[src/csfu_pkg.sv]
// shared constants and types for the cpu status flag unit
package csfu_pkg;

  // bit positions inside the status word
  localparam int FLAG_C = 0;             // carry
  localparam int FLAG_Z = 1;             // zero
  localparam int FLAG_I = 2;             // interrupt mask
  localparam int FLAG_D = 3;             // decimal mode
  localparam int FLAG_B = 4;             // break, live copy always zero
  localparam int FLAG_T = 5;             // memory-to-memory mode
  localparam int FLAG_V = 6;             // overflow
  localparam int FLAG_N = 7;             // negative

  // status word after reset: interrupts masked, everything else clear
  localparam logic [7:0] PS_RESET = 8'h04;

  // number of result flags and mode flags
  localparam int RESULT_FLAG_COUNT = 5;
  localparam int MODE_FLAG_COUNT   = 3;

  // push sequence length in cycles (high pc, low pc, status)
  localparam int PUSH_CYCLES = 3;

  // memory bit-test source bits
  localparam int TEST_BIT_V = 6;
  localparam int TEST_BIT_N = 7;

  // branch flag selector codes
  localparam logic [1:0] BR_SEL_C = 2'h0;
  localparam logic [1:0] BR_SEL_Z = 2'h1;
  localparam logic [1:0] BR_SEL_V = 2'h2;
  localparam logic [1:0] BR_SEL_N = 2'h3;

  // operations issued by the sequencer
  typedef enum logic [4:0] {
    OP_NOP      = 5'h00,
    OP_ADD      = 5'h01,   // add with carry
    OP_SUB      = 5'h02,   // subtract_with_borrow_op
    OP_CMP      = 5'h03,   // compare, binary only
    OP_XFER     = 5'h04,   // data transfer / logic result on memVal
    OP_ASL      = 5'h05,
    OP_LSR      = 5'h06,
    OP_ROL      = 5'h07,
    OP_ROR      = 5'h08,
    OP_BITTEST  = 5'h09,
    OP_SETC     = 5'h0a,   // set_carry_op
    OP_CLRC     = 5'h0b,   // clear_carry_op
    OP_SETI     = 5'h0c,   // mask_interrupts_op
    OP_CLRI     = 5'h0d,   // unmask_interrupts_op
    OP_SETD     = 5'h0e,   // set_decimal_op
    OP_CLRD     = 5'h0f,   // clear_decimal_op
    OP_SETT     = 5'h10,   // enable memory mode
    OP_CLRT     = 5'h11,   // disable_mem_mode_op
    OP_CLRV     = 5'h12,   // clear_overflow_op
    OP_LOADPS   = 5'h13,   // pull status word from stack
    OP_BREAK    = 5'h14    // software_break_op
  } csfu_opcode_type;

  // one operation from the sequencer
  typedef struct packed {
    csfu_opcode_type code;
    logic [7:0]      accVal;
    logic [7:0]      memVal;
  } csfu_op_type;

  // one branch test request
  typedef struct packed {
    logic [1:0] flagSel;
    logic       wantSet;
  } csfu_branch_type;

  // push sequencer states, one-hot
  typedef enum logic [3:0] {
    ST_IDLE   = 4'h1,
    ST_PUSHHI = 4'h2,
    ST_PUSHLO = 4'h4,
    ST_PUSHPS = 4'h8
  } csfu_state_type;

endpackage

[src/csfu_status_flags.sv]
// processor status flag unit with branch test and interrupt/break push
//
// Overview of operation
// - eight-bit word: five result, three mode flags
// - branches test carry, zero, overflow or negative
// - zero, overflow, negative meaningless after decimal ops
// - carry from alu arithmetic, shifts and rotates
// - zero set on zero result, else cleared
// - mask blocks interrupts but never software break
// - decimal flag picks binary or corrected decimal
// - decimal applies only to add and subtract
// - live break bit zero, pushed copy one for software break, zero for interrupt
// - memory-mode flag selects memory-to-memory operation
// - overflow set on signed result out of range
// - bit test copies memory bits six, seven
// - negative set on negative result, else cleared
// - only listed flags have set or clear operations
// - accepted interrupt pushes pc, status, then masks
`timescale 1ns/1ps
module csfu_status_flags (
  // clock and reset
  input  wire logic                        ref_clk,
  input  wire logic                        sys_rst,
  // operation from the sequencer
  input  wire logic                        opValid,
  input  wire csfu_pkg::csfu_op_type       opIn,
  input  wire logic [15:0]                 pcIn,
  // branch test request
  input  wire logic                        branchValid,
  input  wire csfu_pkg::csfu_branch_type   branchIn,
  // pending maskable interrupt
  input  wire logic                        irqRequest,
  // status word and results
  output logic      [7:0]                  statusFlags_r,
  output logic      [7:0]                  aluResult_r,
  output logic                             resultValid_r,
  output logic                             zvnValid_r,
  output logic                             memModeActive_r,
  // branch answer
  output logic                             branchDone_r,
  output logic                             branchTaken_r,
  // stack push and vectoring
  output logic                             pushValid_r,
  output logic      [7:0]                  pushData_r,
  output logic                             irqAck_r,
  output logic                             vectorLoad_r,
  output logic                             vectorIsBreak_r,
  output logic                             busy_r
);
  // push sequencer state and saved context
  csfu_pkg::csfu_state_type state_r, state_nxt;
  logic             isBreak_r;            // current push caused by break
  logic [15:0]      pcSave_r;             // pc held during the push
  logic [7:0]       flags_nxt;            // next status word

  // operation decode
  wire logic stIdle   = state_r == csfu_pkg::ST_IDLE;
  wire logic opTake   = opValid && stIdle;   // ops ignored while pushing
  wire csfu_pkg::csfu_opcode_type code = opIn.code;
  wire logic isAdd    = code == csfu_pkg::OP_ADD;
  wire logic isSub    = code == csfu_pkg::OP_SUB;
  wire logic isCmp    = code == csfu_pkg::OP_CMP;
  wire logic isBreak  = code == csfu_pkg::OP_BREAK;
  wire logic isArith  = isAdd || isSub;

  // break is never masked; maskable request waits for a free cycle
  wire logic brkStart = opTake && isBreak;
  wire logic irqStart = stIdle && !opValid && irqRequest
                        && !statusFlags_r[csfu_pkg::FLAG_I];

  // adder: decimal only for add and subtract, compare stays binary
  wire logic       decActive = statusFlags_r[csfu_pkg::FLAG_D] && isArith;
  wire logic       addCin    = isCmp ? 1'b1 : statusFlags_r[csfu_pkg::FLAG_C];
  logic      [7:0] addSum;
  logic            addCout;
  logic            addOvf;

  csfu_dec_adder u_adder (
    .a        (opIn.accVal),
    .b        (opIn.memVal),
    .carryIn  (addCin),
    .subtract (isSub || isCmp),
    .decimal  (decActive),
    .sum      (addSum),
    .carryOut (addCout),
    .overflow (addOvf)
  );

  // shift and rotate on the memory operand
  wire logic       oldC     = statusFlags_r[csfu_pkg::FLAG_C];
  wire logic [7:0] shVal    = opIn.memVal;
  wire logic       isLeft   = (code == csfu_pkg::OP_ASL) || (code == csfu_pkg::OP_ROL);
  wire logic       isShift  = isLeft || (code == csfu_pkg::OP_LSR)
                              || (code == csfu_pkg::OP_ROR);
  wire logic       shInBit  = ((code == csfu_pkg::OP_ROL) || (code == csfu_pkg::OP_ROR))
                              ? oldC : 1'b0;
  wire logic [7:0] shRes    = isLeft ? {shVal[6:0], shInBit} : {shInBit, shVal[7:1]};
  wire logic       shOut    = isLeft ? shVal[7] : shVal[0];

  // result byte that drives zero and negative
  wire logic [7:0] resByte  = (isArith || isCmp) ? addSum :
                              isShift ? shRes : opIn.memVal;
  wire logic       resZero  = resByte == 8'h00;
  wire logic       bitZero  = (opIn.accVal & opIn.memVal) == 8'h00;

  // flag update; every flag starts from its old value
  always_comb begin
    flags_nxt = statusFlags_r;
    if (opTake) begin
      case (code)
        csfu_pkg::OP_ADD, csfu_pkg::OP_SUB: begin
          flags_nxt[csfu_pkg::FLAG_C] = addCout;
          flags_nxt[csfu_pkg::FLAG_Z] = resZero;
          flags_nxt[csfu_pkg::FLAG_V] = addOvf;
          flags_nxt[csfu_pkg::FLAG_N] = resByte[7];
        end
        csfu_pkg::OP_CMP: begin
          flags_nxt[csfu_pkg::FLAG_C] = addCout;
          flags_nxt[csfu_pkg::FLAG_Z] = resZero;
          flags_nxt[csfu_pkg::FLAG_N] = resByte[7];
        end
        csfu_pkg::OP_ASL, csfu_pkg::OP_LSR,
        csfu_pkg::OP_ROL, csfu_pkg::OP_ROR: begin
          flags_nxt[csfu_pkg::FLAG_C] = shOut;
          flags_nxt[csfu_pkg::FLAG_Z] = resZero;
          flags_nxt[csfu_pkg::FLAG_N] = resByte[7];
        end
        csfu_pkg::OP_XFER: begin
          flags_nxt[csfu_pkg::FLAG_Z] = resZero;
          flags_nxt[csfu_pkg::FLAG_N] = resByte[7];
        end
        csfu_pkg::OP_BITTEST: begin
          flags_nxt[csfu_pkg::FLAG_Z] = bitZero;
          flags_nxt[csfu_pkg::FLAG_V] = opIn.memVal[csfu_pkg::TEST_BIT_V];
          flags_nxt[csfu_pkg::FLAG_N] = opIn.memVal[csfu_pkg::TEST_BIT_N];
        end
        // dedicated set and clear operations; no way to set V, Z, N, B
        csfu_pkg::OP_SETC: flags_nxt[csfu_pkg::FLAG_C] = 1'b1;
        csfu_pkg::OP_CLRC: flags_nxt[csfu_pkg::FLAG_C] = 1'b0;
        csfu_pkg::OP_SETI: flags_nxt[csfu_pkg::FLAG_I] = 1'b1;
        csfu_pkg::OP_CLRI: flags_nxt[csfu_pkg::FLAG_I] = 1'b0;
        csfu_pkg::OP_SETD: flags_nxt[csfu_pkg::FLAG_D] = 1'b1;
        csfu_pkg::OP_CLRD: flags_nxt[csfu_pkg::FLAG_D] = 1'b0;
        csfu_pkg::OP_SETT: flags_nxt[csfu_pkg::FLAG_T] = 1'b1;
        csfu_pkg::OP_CLRT: flags_nxt[csfu_pkg::FLAG_T] = 1'b0;
        csfu_pkg::OP_CLRV: flags_nxt[csfu_pkg::FLAG_V] = 1'b0;
        // pulled word: whole byte, break bit dropped below
        csfu_pkg::OP_LOADPS: flags_nxt = opIn.memVal;
        default: flags_nxt = statusFlags_r;
      endcase
    end
    // mask set as the status byte goes out during a push
    if (state_r == csfu_pkg::ST_PUSHPS) begin
      flags_nxt[csfu_pkg::FLAG_I] = 1'b1;
    end
    // live break bit never holds a one
    flags_nxt[csfu_pkg::FLAG_B] = 1'b0;
  end

  // push sequencer: high pc, low pc, status, then vector
  always_comb begin
    case (state_r)
      csfu_pkg::ST_IDLE:   state_nxt = (brkStart || irqStart) ? csfu_pkg::ST_PUSHHI
                                                              : csfu_pkg::ST_IDLE;
      csfu_pkg::ST_PUSHHI: state_nxt = csfu_pkg::ST_PUSHLO;
      csfu_pkg::ST_PUSHLO: state_nxt = csfu_pkg::ST_PUSHPS;
      csfu_pkg::ST_PUSHPS: state_nxt = csfu_pkg::ST_IDLE;
      default:             state_nxt = csfu_pkg::ST_IDLE;
    endcase
  end

  // pushed status copy carries break bit only for a software break
  wire logic [7:0] pushPs = {statusFlags_r[7:5], isBreak_r, statusFlags_r[3:0]};
  wire logic [7:0] pushByte = (state_r == csfu_pkg::ST_PUSHHI) ? pcSave_r[15:8] :
                              (state_r == csfu_pkg::ST_PUSHLO) ? pcSave_r[7:0] : pushPs;
  wire logic       pushing  = !stIdle;

  // branch condition on one of the four result flags
  wire logic brFlag = (branchIn.flagSel == csfu_pkg::BR_SEL_C) ? statusFlags_r[csfu_pkg::FLAG_C] :
                      (branchIn.flagSel == csfu_pkg::BR_SEL_Z) ? statusFlags_r[csfu_pkg::FLAG_Z] :
                      (branchIn.flagSel == csfu_pkg::BR_SEL_V) ? statusFlags_r[csfu_pkg::FLAG_V] :
                                                                 statusFlags_r[csfu_pkg::FLAG_N];

  // status word and sequencer state
  always_ff @(posedge ref_clk) begin
    if (sys_rst) begin
      statusFlags_r <= csfu_pkg::PS_RESET;
      state_r       <= csfu_pkg::ST_IDLE;
    end else begin
      statusFlags_r <= flags_nxt;
      state_r       <= state_nxt;
    end
  end

  // context captured when a push starts
  always_ff @(posedge ref_clk) begin
    if (sys_rst) begin
      isBreak_r <= 1'b0;
      pcSave_r  <= 16'h0000;
    end else if (stIdle && (brkStart || irqStart)) begin
      isBreak_r <= brkStart;
      pcSave_r  <= pcIn;
    end
  end

  // arithmetic result and validity of zero, overflow, negative
  always_ff @(posedge ref_clk) begin
    if (sys_rst) begin
      aluResult_r   <= 8'h00;
      resultValid_r <= 1'b0;
      zvnValid_r    <= 1'b1;
    end else begin
      resultValid_r <= opTake && (isArith || isCmp || isShift);
      if (opTake) begin
        aluResult_r <= resByte;
      end
      // decimal results leave zero, overflow, negative unreliable
      if (opTake && isArith) begin
        zvnValid_r <= !decActive;
      end else if (opTake && (isCmp || isShift || code == csfu_pkg::OP_XFER
                              || code == csfu_pkg::OP_BITTEST
                              || code == csfu_pkg::OP_LOADPS)) begin
        zvnValid_r <= 1'b1;
      end
    end
  end

  // branch answer one cycle after the request
  always_ff @(posedge ref_clk) begin
    if (sys_rst) begin
      branchDone_r  <= 1'b0;
      branchTaken_r <= 1'b0;
    end else begin
      branchDone_r  <= branchValid;
      branchTaken_r <= branchValid && (brFlag == branchIn.wantSet);
    end
  end

  // stack push bytes, request clear and vector strobe
  always_ff @(posedge ref_clk) begin
    if (sys_rst) begin
      pushValid_r     <= 1'b0;
      pushData_r      <= 8'h00;
      irqAck_r        <= 1'b0;
      vectorLoad_r    <= 1'b0;
      vectorIsBreak_r <= 1'b0;
      busy_r          <= 1'b0;
      memModeActive_r <= 1'b0;
    end else begin
      pushValid_r     <= pushing;
      pushData_r      <= pushing ? pushByte : 8'h00;
      irqAck_r        <= (state_r == csfu_pkg::ST_PUSHPS) && !isBreak_r;
      vectorLoad_r    <= state_r == csfu_pkg::ST_PUSHPS;
      vectorIsBreak_r <= (state_r == csfu_pkg::ST_PUSHPS) && isBreak_r;
      busy_r          <= state_nxt != csfu_pkg::ST_IDLE;
      memModeActive_r <= flags_nxt[csfu_pkg::FLAG_T];
    end
  end

  // checks
  live_break_zero_a: assert property (@(posedge ref_clk) disable iff (sys_rst)
    !statusFlags_r[csfu_pkg::FLAG_B]) else $error("live break bit set");
  break_push_copy_a: assert property (@(posedge ref_clk) disable iff (sys_rst)
    (opValid && stIdle && opIn.code == csfu_pkg::OP_BREAK) |-> ##4 (pushValid_r && pushData_r[4]))
    else $error("break push copy lacks break bit");
  irq_mask_gate_a: assert property (@(posedge ref_clk) disable iff (sys_rst)
    (stIdle && statusFlags_r[csfu_pkg::FLAG_I] && !opValid) |=> state_r == csfu_pkg::ST_IDLE)
    else $error("masked interrupt accepted");
  irq_push_seq_a: assert property (@(posedge ref_clk) disable iff (sys_rst)
    (stIdle && !opValid && irqRequest && !statusFlags_r[csfu_pkg::FLAG_I])
    |=> ##1 pushValid_r[*3] ##0 irqAck_r ##1 statusFlags_r[csfu_pkg::FLAG_I])
    else $error("interrupt push sequence wrong");
  carry_from_add_a: assert property (@(posedge ref_clk) disable iff (sys_rst)
    (opValid && stIdle && opIn.code == csfu_pkg::OP_ADD && !statusFlags_r[csfu_pkg::FLAG_D])
    |=> statusFlags_r[csfu_pkg::FLAG_C] ==
        $past({1'b0, opIn.accVal} + {1'b0, opIn.memVal} + {8'h00, addCin}) >> 8)
    else $error("carry not from binary add");
  zero_on_xfer_a: assert property (@(posedge ref_clk) disable iff (sys_rst)
    (opValid && stIdle && opIn.code == csfu_pkg::OP_XFER)
    |=> statusFlags_r[csfu_pkg::FLAG_Z] == ($past(opIn.memVal) == 8'h00)
        && statusFlags_r[csfu_pkg::FLAG_N] == $past(opIn.memVal[7]))
    else $error("zero or negative wrong after transfer");
  bit_test_copy_a: assert property (@(posedge ref_clk) disable iff (sys_rst)
    (opValid && stIdle && opIn.code == csfu_pkg::OP_BITTEST)
    |=> statusFlags_r[7:6] == $past(opIn.memVal[7:6]))
    else $error("bit test copy wrong");
  overflow_add_a: assert property (@(posedge ref_clk) disable iff (sys_rst)
    (opValid && stIdle && opIn.code == csfu_pkg::OP_ADD && !opIn.accVal[7] && !opIn.memVal[7]
     && !statusFlags_r[csfu_pkg::FLAG_D] && (opIn.accVal + opIn.memVal) > 8'h7f)
    |=> statusFlags_r[csfu_pkg::FLAG_V]) else $error("signed overflow missed");
  idle_flags_hold_a: assert property (@(posedge ref_clk) disable iff (sys_rst)
    (stIdle && !opValid && !irqStart) |=> $stable(statusFlags_r))
    else $error("flags changed without cause");
  branch_answer_a: assert property (@(posedge ref_clk) disable iff (sys_rst)
    branchValid && branchIn.flagSel == csfu_pkg::BR_SEL_Z
    |=> branchDone_r && branchTaken_r == ($past(statusFlags_r[1]) == $past(branchIn.wantSet)))
    else $error("branch answer wrong");
  decimal_valid_a: assert property (@(posedge ref_clk) disable iff (sys_rst)
    (opValid && stIdle && opIn.code == csfu_pkg::OP_SUB && statusFlags_r[csfu_pkg::FLAG_D])
    |=> !zvnValid_r) else $error("decimal result marked valid");

  cov_break_push: cover property (@(posedge ref_clk) disable iff (sys_rst)
    vectorLoad_r && vectorIsBreak_r);
  cov_irq_push: cover property (@(posedge ref_clk) disable iff (sys_rst) irqAck_r);
  cov_decimal_add: cover property (@(posedge ref_clk) disable iff (sys_rst)
    opTake && isAdd && decActive && addCout);
  cov_branch_taken: cover property (@(posedge ref_clk) disable iff (sys_rst) branchTaken_r);
endmodule

[src/csfu_dec_adder.sv]
// binary / decimal byte adder with carry and overflow
`timescale 1ns/1ps
module csfu_dec_adder (
  // operands
  input  wire logic [7:0] a,
  input  wire logic [7:0] b,
  input  wire logic       carryIn,
  // mode
  input  wire logic       subtract,
  input  wire logic       decimal,
  // result
  output logic      [7:0] sum,
  output logic            carryOut,
  output logic            overflow
);
  // subtraction is addition of the inverted operand
  wire logic [7:0] bEff   = subtract ? ~b : b;
  wire logic [8:0] binSum = {1'b0, a} + {1'b0, bEff} + {8'h00, carryIn};
  wire logic [4:0] loRaw  = {1'b0, a[3:0]} + {1'b0, bEff[3:0]} + {4'h0, carryIn};

  // decimal add: fix each nibble above nine
  wire logic       loAddFix = loRaw > 5'h09;
  wire logic [4:0] loAdd    = loAddFix ? loRaw + 5'h06 : loRaw;
  wire logic [4:0] hiRaw    = {1'b0, a[7:4]} + {1'b0, bEff[7:4]} + {4'h0, loAddFix};
  wire logic       hiAddFix = hiRaw > 5'h09;
  wire logic [4:0] hiAdd    = hiAddFix ? hiRaw + 5'h06 : hiRaw;

  // decimal subtract: take six back from any nibble that borrowed
  wire logic [3:0] loSub = loRaw[4] ? binSum[3:0] : binSum[3:0] - 4'h6;
  wire logic [3:0] hiSub = binSum[8] ? binSum[7:4] : binSum[7:4] - 4'h6;

  // overflow always from the binary sum; only meaningful in binary mode
  assign overflow = (a[7] == bEff[7]) && (binSum[7] != a[7]);
  assign sum      = !decimal ? binSum[7:0] :
                    subtract ? {hiSub, loSub} : {hiAdd[3:0], loAdd[3:0]};
  assign carryOut = (decimal && !subtract) ? hiAddFix : binSum[8];
endmodule

[config.mk]
export PLATFORM = sky130hd
export DESIGN_NAME = csfu_status_flags
export DESIGN_NICKNAME = d
export VERILOG_FILES = /design/src/csfu_pkg.sv /design/src/csfu_status_flags.sv /design/src/csfu_dec_adder.sv
export SDC_FILE = /design/constraint.sdc
export NUM_CORES = 1
export LEC_CHECK = 0
export BUFFER_PORTS_ARGS = -buffer_cell sky130_fd_sc_hd__buf_2
export CORE_ASPECT_RATIO = 2
export CORE_MARGIN = 8
export CORE_UTILIZATION = 57
export DETAILED_ROUTE_END_ITERATION = 10
export PLACE_DENSITY = 0.83
export RECOVER_POWER = 25
export SKIP_CTS_REPAIR_TIMING = 1
export SLEW_MARGIN = 25
export SYNTH_ARGS = -nofsm -noshare
export SYNTH_HDL_FRONTEND = slang
export SYNTH_SLANG_ARGS = --single-unit
[constraint.sdc]
create_clock -name ref_clk -period 12.8 [get_ports ref_clk]
set_input_delay 0.64 -clock ref_clk [delete_from_list [all_inputs] [get_ports ref_clk]]
set_output_delay 0.64 -clock ref_clk [all_outputs]
set_load 0.05 [all_outputs]
* After elaboration in Yosys (flattened, before gate mapping)
Cells that the tools add are included.
W data, S select, Z words.
** Word-level totals
- Output and inout port bits :: 34
- Logic and storage cells :: 155
- Register bits :: 54
- Input bits :: 45
** Cells by class
- Bitwise gates (word level) :: 2
- Muxes and demuxes :: 32
- $lt $le $gt $ge :: 2
- Eq/ne operators :: 30
- Add/subtract/negate cells :: 10
- Reductions and logical operators :: 57
** Operators by type and width (count)
- $mux W8 :: 8
- $eq A5 B4 Y1 const B :: 8
- $eq A5 B5 Y1 const B :: 5
- $eq A5 B3 Y1 const B :: 4
- $logic_not A8 Y1 :: 2
- $mux W4 :: 4
- $logic_and A1 B1 Y1 :: 15
- $pmux W1 S3 :: 5
- $logic_or A1 B1 Y1 :: 13
- $pmux W4 S3 :: 1
- $reduce_and A2 Y1 :: 6
- $reduce_bool A3 Y1 :: 4
- $add A4 B4 Y5 :: 2
- $add A5 B1 Y5 :: 2
- $eq A5 B2 Y1 const B :: 2
- $gt A5 B4 Y1 const B :: 2
- $mux W1 :: 10
- $add A8 B8 Y9 :: 1
- $add A9 B1 Y9 :: 1
- $add A4 B3 Y4 const B :: 2
- $and A8 B8 Y8 :: 1
- $not A8 Y8 :: 1
- $reduce_or A2 Y1 :: 4
- $reduce_or A8 Y1 :: 1
- 21 further kinds :: 29

* Longest topological paths before layout
- Depth after elaboration :: 15
- Depth in mapped cells :: 25
- Mapped depth without buffers :: 23

* Cells and area by module
From an unflattened synthesis, not the netlist that was laid out.
** Unflattened totals
- Cell total of the unflattened synthesis :: 465
- Area, all modules :: 3689.8 µm²
** Modules (own cells, without submodules)
- csfu_status_flags :: area an instance 2716.4 µm², sequential area each 1061.0 µm², cells each 331, times used 1
- csfu_dec_adder :: area an instance 973.4 µm², sequential area each 0.0 µm², cells each 134, times used 1

* Worst setup path before layout
Ideal clock, no wire load.
- Kind :: input to register
- From :: in opIn[18] (netlist bit)
- To :: reg statusFlags_r[1]
- Required time :: 12731 ps
- Path buffers :: 2
- Stages :: 23
- Setup time :: 69 ps
- Arrival time :: 6165 ps
- Setup slack :: 6566 ps
- Path through :: buf_2 -> or4b_1 -> buf_6 -> xnor2_1 -> fa_1 -> a21oi_1 -> xor2_1 -> ha_1 -> a21boi_0 -> a211oi_1 -> maj3_2 -> or2_2 -> fa_1 -> inv_1 -> fa_1 -> ha_1 -> a32o_1 -> o311ai_1 -> xor2_1 -> o22ai_1 -> a211oi_1 -> or2b_1 -> o21ai_1
** On the way
- Longest elaborated chain between the ends :: 14
- Elaborated cells on any way between the ends :: 47
- Classes of those cells :: 10 x add/sub; 2 x order compare; 10 x eq/ne; 13 x mux; 12 x reduce/logical
** RTL lines
- start, declared :: RTL line csfu_status_flags.sv:26 : input wire csfu_pkg::csfu_op_type opIn,
- $eq A5 B2 Y1 (on tied branches) :: RTL line csfu_status_flags.sv:61, csfu_status_flags.sv:110, csfu_status_flags.sv:62
- $logic_or A1 B1 Y1 :: RTL line csfu_status_flags.sv:82 : .subtract (isSub || isCmp),
- $mux W8 :: RTL line csfu_dec_adder.sv:17 : wire logic [7:0] bEff = subtract ? ~b : b;
- $add A4 B4 Y5 :: RTL line csfu_dec_adder.sv:19 : wire logic [4:0] loRaw = {1'b0, a[3:0]} + {1'b0, bEff[3:0]} + {4'h0, carryIn};
- $add A5 B1 Y5 :: RTL line csfu_dec_adder.sv:19
- $gt A5 B4 Y1 :: RTL line csfu_dec_adder.sv:22 : wire logic loAddFix = loRaw > 5'h09;
- $add A5 B1 Y5 :: RTL line csfu_dec_adder.sv:24 : wire logic [4:0] hiRaw = {1'b0, a[7:4]} + {1'b0, bEff[7:4]} + {4'h0, loAddFix};
- $add A4 B3 Y4 or $gt A5 B4 Y1 (tied branches) :: RTL line csfu_dec_adder.sv:26, csfu_dec_adder.sv:25
- $mux W4 :: RTL line csfu_dec_adder.sv:26 : wire logic [4:0] hiAdd = hiAddFix ? hiRaw + 5'h06 : hiRaw;
- $mux W8 :: RTL line csfu_dec_adder.sv:35 : subtract ? {hiSub, loSub} : {hiAdd[3:0], loAdd[3:0]};
- $mux W8 :: RTL line csfu_dec_adder.sv:34 : assign sum = !decimal ? binSum[7:0] :
- $mux W8 :: RTL line csfu_status_flags.sv:101 : wire logic [7:0] resByte = (isArith || isCmp) ? addSum :
- $logic_not A8 Y1 :: RTL line csfu_status_flags.sv:103 : wire logic resZero = resByte == 8'h00;
- $pmux W1 S3 :: RTL line csfu_status_flags.sv:110 : case (code)
- end signal, assigned :: RTL line csfu_status_flags.sv:187 : statusFlags_r <= csfu_pkg::PS_RESET;
- end signal, assigned :: RTL line csfu_status_flags.sv:190 : statusFlags_r <= flags_nxt;
- end, declared :: RTL line csfu_status_flags.sv:34 : output logic [7:0] statusFlags_r,
Several ways; a longest one is shown, not always the timed one.
A chain may end at the register's enable or synchronous reset.

* Worst setup path after layout
- From :: in opIn[20] (netlist bit)
- To :: reg statusFlags_r[1]
Same word-level chain as after synthesis.

==> run metrics <==
sequential area share after synthesis 28.9%; violations in the final reports capacitance limit, slew limit; Die Span Y 130 um; xor and xnor area share after synthesis 4.77%; first-pass GRT wire length 18.1 mm; floorplan core area 6260 um^2; CTS tree built; count of H-tree levels built during CTS 2; sort of element at the end of the critical path register; setup repair after global routing missed its margin false; initial core utilization 58.7%; final critical path time including I/O delays and setup 6.70 ns; number of distinct standard cells referenced by the synthesized netlist 75; total vias in the final route 3539; number of ports placed on the die boundary 79; routed wire length 11.1 mm; number of enable-type register cells in the synthesized netlist 0; source-to-sink clock delay at the later pin of the worst-skew pair 0.29 ns; top cell type by total area after synthesis sky130_fd_sc_hd__dfxtp_1; final net count 558; post-route core utilization 66.5%; post-detailed-route wirelength per cell 19.1 um; routed vias/inst 6.06; Critical Path Max Stage Delay 0.79 ns; status finished, violations left; number of warnings printed during yosys synthesis 0; maximum frequency from static timing analysis 0.149 GHz; required time of the worst setup path 13.03 ns; maximum number of pins on one net before global-route repair 43; top-area cell type share of the netlist area 28.9%; setup skew after layout 0.00804 ns; synthesized netlist net count 503; antenna diode count 0; simple-gate share of the synthesized area 23.5%; sum of negative setup slack 0 ns; mux cell area share after synthesis 8.24%; share of async-settable or async-resettable flops after synthesis 0%; remaining routing DRC violations 0; type of element launching the critical path input port; crit path max fanout 18; die boundary width 72.8 um; number of antenna violations at the first check in global routing 0; cells after synthesis 442; min-delay worst type register to register; Final Wtd Congestion 0.984; violation count after the first detailed-route iteration 155; Antenna Violating Nets Remaining 0; Worst VDD drop 0.0741 mV; Post-Synthesis Mean Instance Area 8.32 um^2; CTS root buffer sky130_fd_sc_hd__clkbuf_16; MaxCap Viol Count 1; Max stage delay cell, worst path sky130_fd_sc_hd__or4b_1; number of max-slew violations in the final report 43; share of the synthesized area in compound gates (AO/OA/AOI/OAI) 22.3%; Post-Syn Area 3680 um^2; leakage dissipation 1.71 nW; Clk pin slew, worst setup/hold paths 0.07 ns; number of buffers inserted during clock tree synthesis 5; P&R area growth vs syn 13.1%; port buffer count 77; total congestion overflow 0; dominant combinational cell family by area after synthesis simple AND/OR/NAND/NOR gates; placed cell count 576; die footprint 9430 um^2; headroom to the max-slew limit -14.2%; prevailing post-synth register cell sky130_fd_sc_hd__dfxtp_1; floorplan row count 41; fin crit share 52.3%; flop and latch count out of synthesis 53; non-filler cells, final 584; Post-Route Hold Slack 0.452 ns; arrival time worst endpoint 6.93 ns; cell chain of the critical path buf_2, or4b_1, xnor2_1, fa_1, xnor2_1, ha_1, a21boi_0, a211oi_1, maj3_2, or2_2, fa_1, inv_1, fa_1, xor2_1, ha_1, nand2_1, a32o_1, o311ai_1, xor2_1, o22ai_1, a211oi_1, or2b_1, o21ai_1; Pre-Repair DR Iteration Count 4; clock sinks 53; top area cells in the synthesized netlist sky130_fd_sc_hd__dfxtp_1 29%, sky130_fd_sc_hd__mux2i_1 7.6%, sky130_fd_sc_hd__nor2_1 6.1%; Crit path top cell by count sky130_fd_sc_hd__fa_1; total routing resource utilization after global routing 24.5%; maximum count of clock buffers along a single path 2; slew at the pin closest to its max-slew limit 1.71 ns; count of final setup violators 0; proportion of layout cells with a drive suffix above 1 18.1%; post-detailed-placement half-perimeter wirelength 8.99 mm; start-to-end type of the worst setup path input port to register; vias in the first global route 3746; final hold viol count 0; post-synthesis adder-cell area fraction 6.36%; cell area power density 112 nW/um^2
## cells by family (layout without fill, tap and decap cells)
group | Yosys count | in the layout
AND/OR/NAND/NOR | 163 | 163
AO/OA/AOI/OAI | 116 | 116
flip-flops | 53 | 53
buffers and inverters | 43 | 99
multiplexers | 29 | 29
XOR/XNOR | 20 | 20
adder cells (fa/ha/maj) | 17 | 17
other | 1 | 1
## path summary, 6_finish.rpt
kind | startpoint | to | slack (ns) | depth (start not counted)
worst max-delay path | opIn[20] | statusFlags_r[1] | 6.10 | 23
worst min-delay path | aluResult_r[7] | aluResult_r[7] | 0.45 | 2
worst max register to register | statusFlags_r[0] | statusFlags_r[1] | 7.14 | 21
worst min register to register | aluResult_r[7] | aluResult_r[7] | 0.45 | 2
## routing by layer
layer | track usage, % | up-vias | wire [um]
li1 | - | 1698 | -
met1 | 21.7 | 1656 | 3620
met2 | 45.7 | 136 | 6160
met3 | 4.80 | 49 | 598
met4 | 19.5 | 0 | 764
met5 | 0 | - | 0
## layout by cell type, fill, tap and decap left out, drive strengths merged, types with 14 or more instances in the layout
| master | netlist | layout |
|---|---|---|
| a211oi | 16 | 16 |
| dfxtp | 53 | 53 |
| buf | 11 | 64 |
| o21ai | 19 | 19 |
| a21oi | 31 | 31 |
| nand2 | 26 | 26 |
| nor2 | 61 | 61 |
| mux2i | 28 | 28 |
| xnor2 | 14 | 14 |
| clkbuf | 19 | 20 |
## cell usage after synthesis (7+ instances only)
master and instances:
sky130_fd_sc_hd__nand2_1 25, sky130_fd_sc_hd__inv_1 13, sky130_fd_sc_hd__mux2i_1 28, sky130_fd_sc_hd__xnor2_1 14
sky130_fd_sc_hd__nor3_1 8, sky130_fd_sc_hd__nor2_1 60, sky130_fd_sc_hd__a21oi_1 30, sky130_fd_sc_hd__and2_1 7
sky130_fd_sc_hd__ha_1 13, sky130_fd_sc_hd__a211oi_1 15, sky130_fd_sc_hd__clkbuf_1 19, sky130_fd_sc_hd__dfxtp_1 53
sky130_fd_sc_hd__nor2b_1 13, sky130_fd_sc_hd__o21ai_0 17
## worst max-delay path, delay by kind of cell
| family | cells | cell delay, ns |
|---|---|---|
| adder cells (fa/ha/maj) | 6 | 1.97 |
| AO/OA/AOI/OAI | 7 | 1.46 |
| AND/OR/NAND/NOR | 4 | 1.38 |
| buffers and inverters | 2 | 0.30 |
| XOR/XNOR | 4 | 1.18 |
## cell type report
type | instances | area [um^2]
clock buffers | 6 | 129
clock inverters | 2 | 38.8
fillers | 567 | 2100
inverters | 13 | 48.8
multi-input cells | 346 | 2400
flip-flops and latches | 53 | 1060
well taps | 86 | 108
repair buffers | 78 | 375
## state kept, by name, indices dropped and copies added, names as in the netlist, 4 cells and up
name           flops
pcSave_r          16
state_r            4
statusFlags_r      7
pushData_r         8
aluResult_r        8
## through the flow
stage	power (W)	setup slack [ns]	cell area, um^2
after global placement	0.000314	6.04	4010
final	0.000466	6.10	4160
after floorplan	0.000280	6.57	3680
after CTS	0.000466	6.13	4180
after detailed placement	0.000316	5.83	4010
after global routing	0.000488	5.60	4160
## power breakdown
part	switching (W)	total (W)	internal, W
sequential	0.00000329	0.000172	0.000169
clock	0.0000590	0.000152	0.0000927
combinational	0.0000889	0.000141	0.0000525
Power figures use the tool's default switching activity.
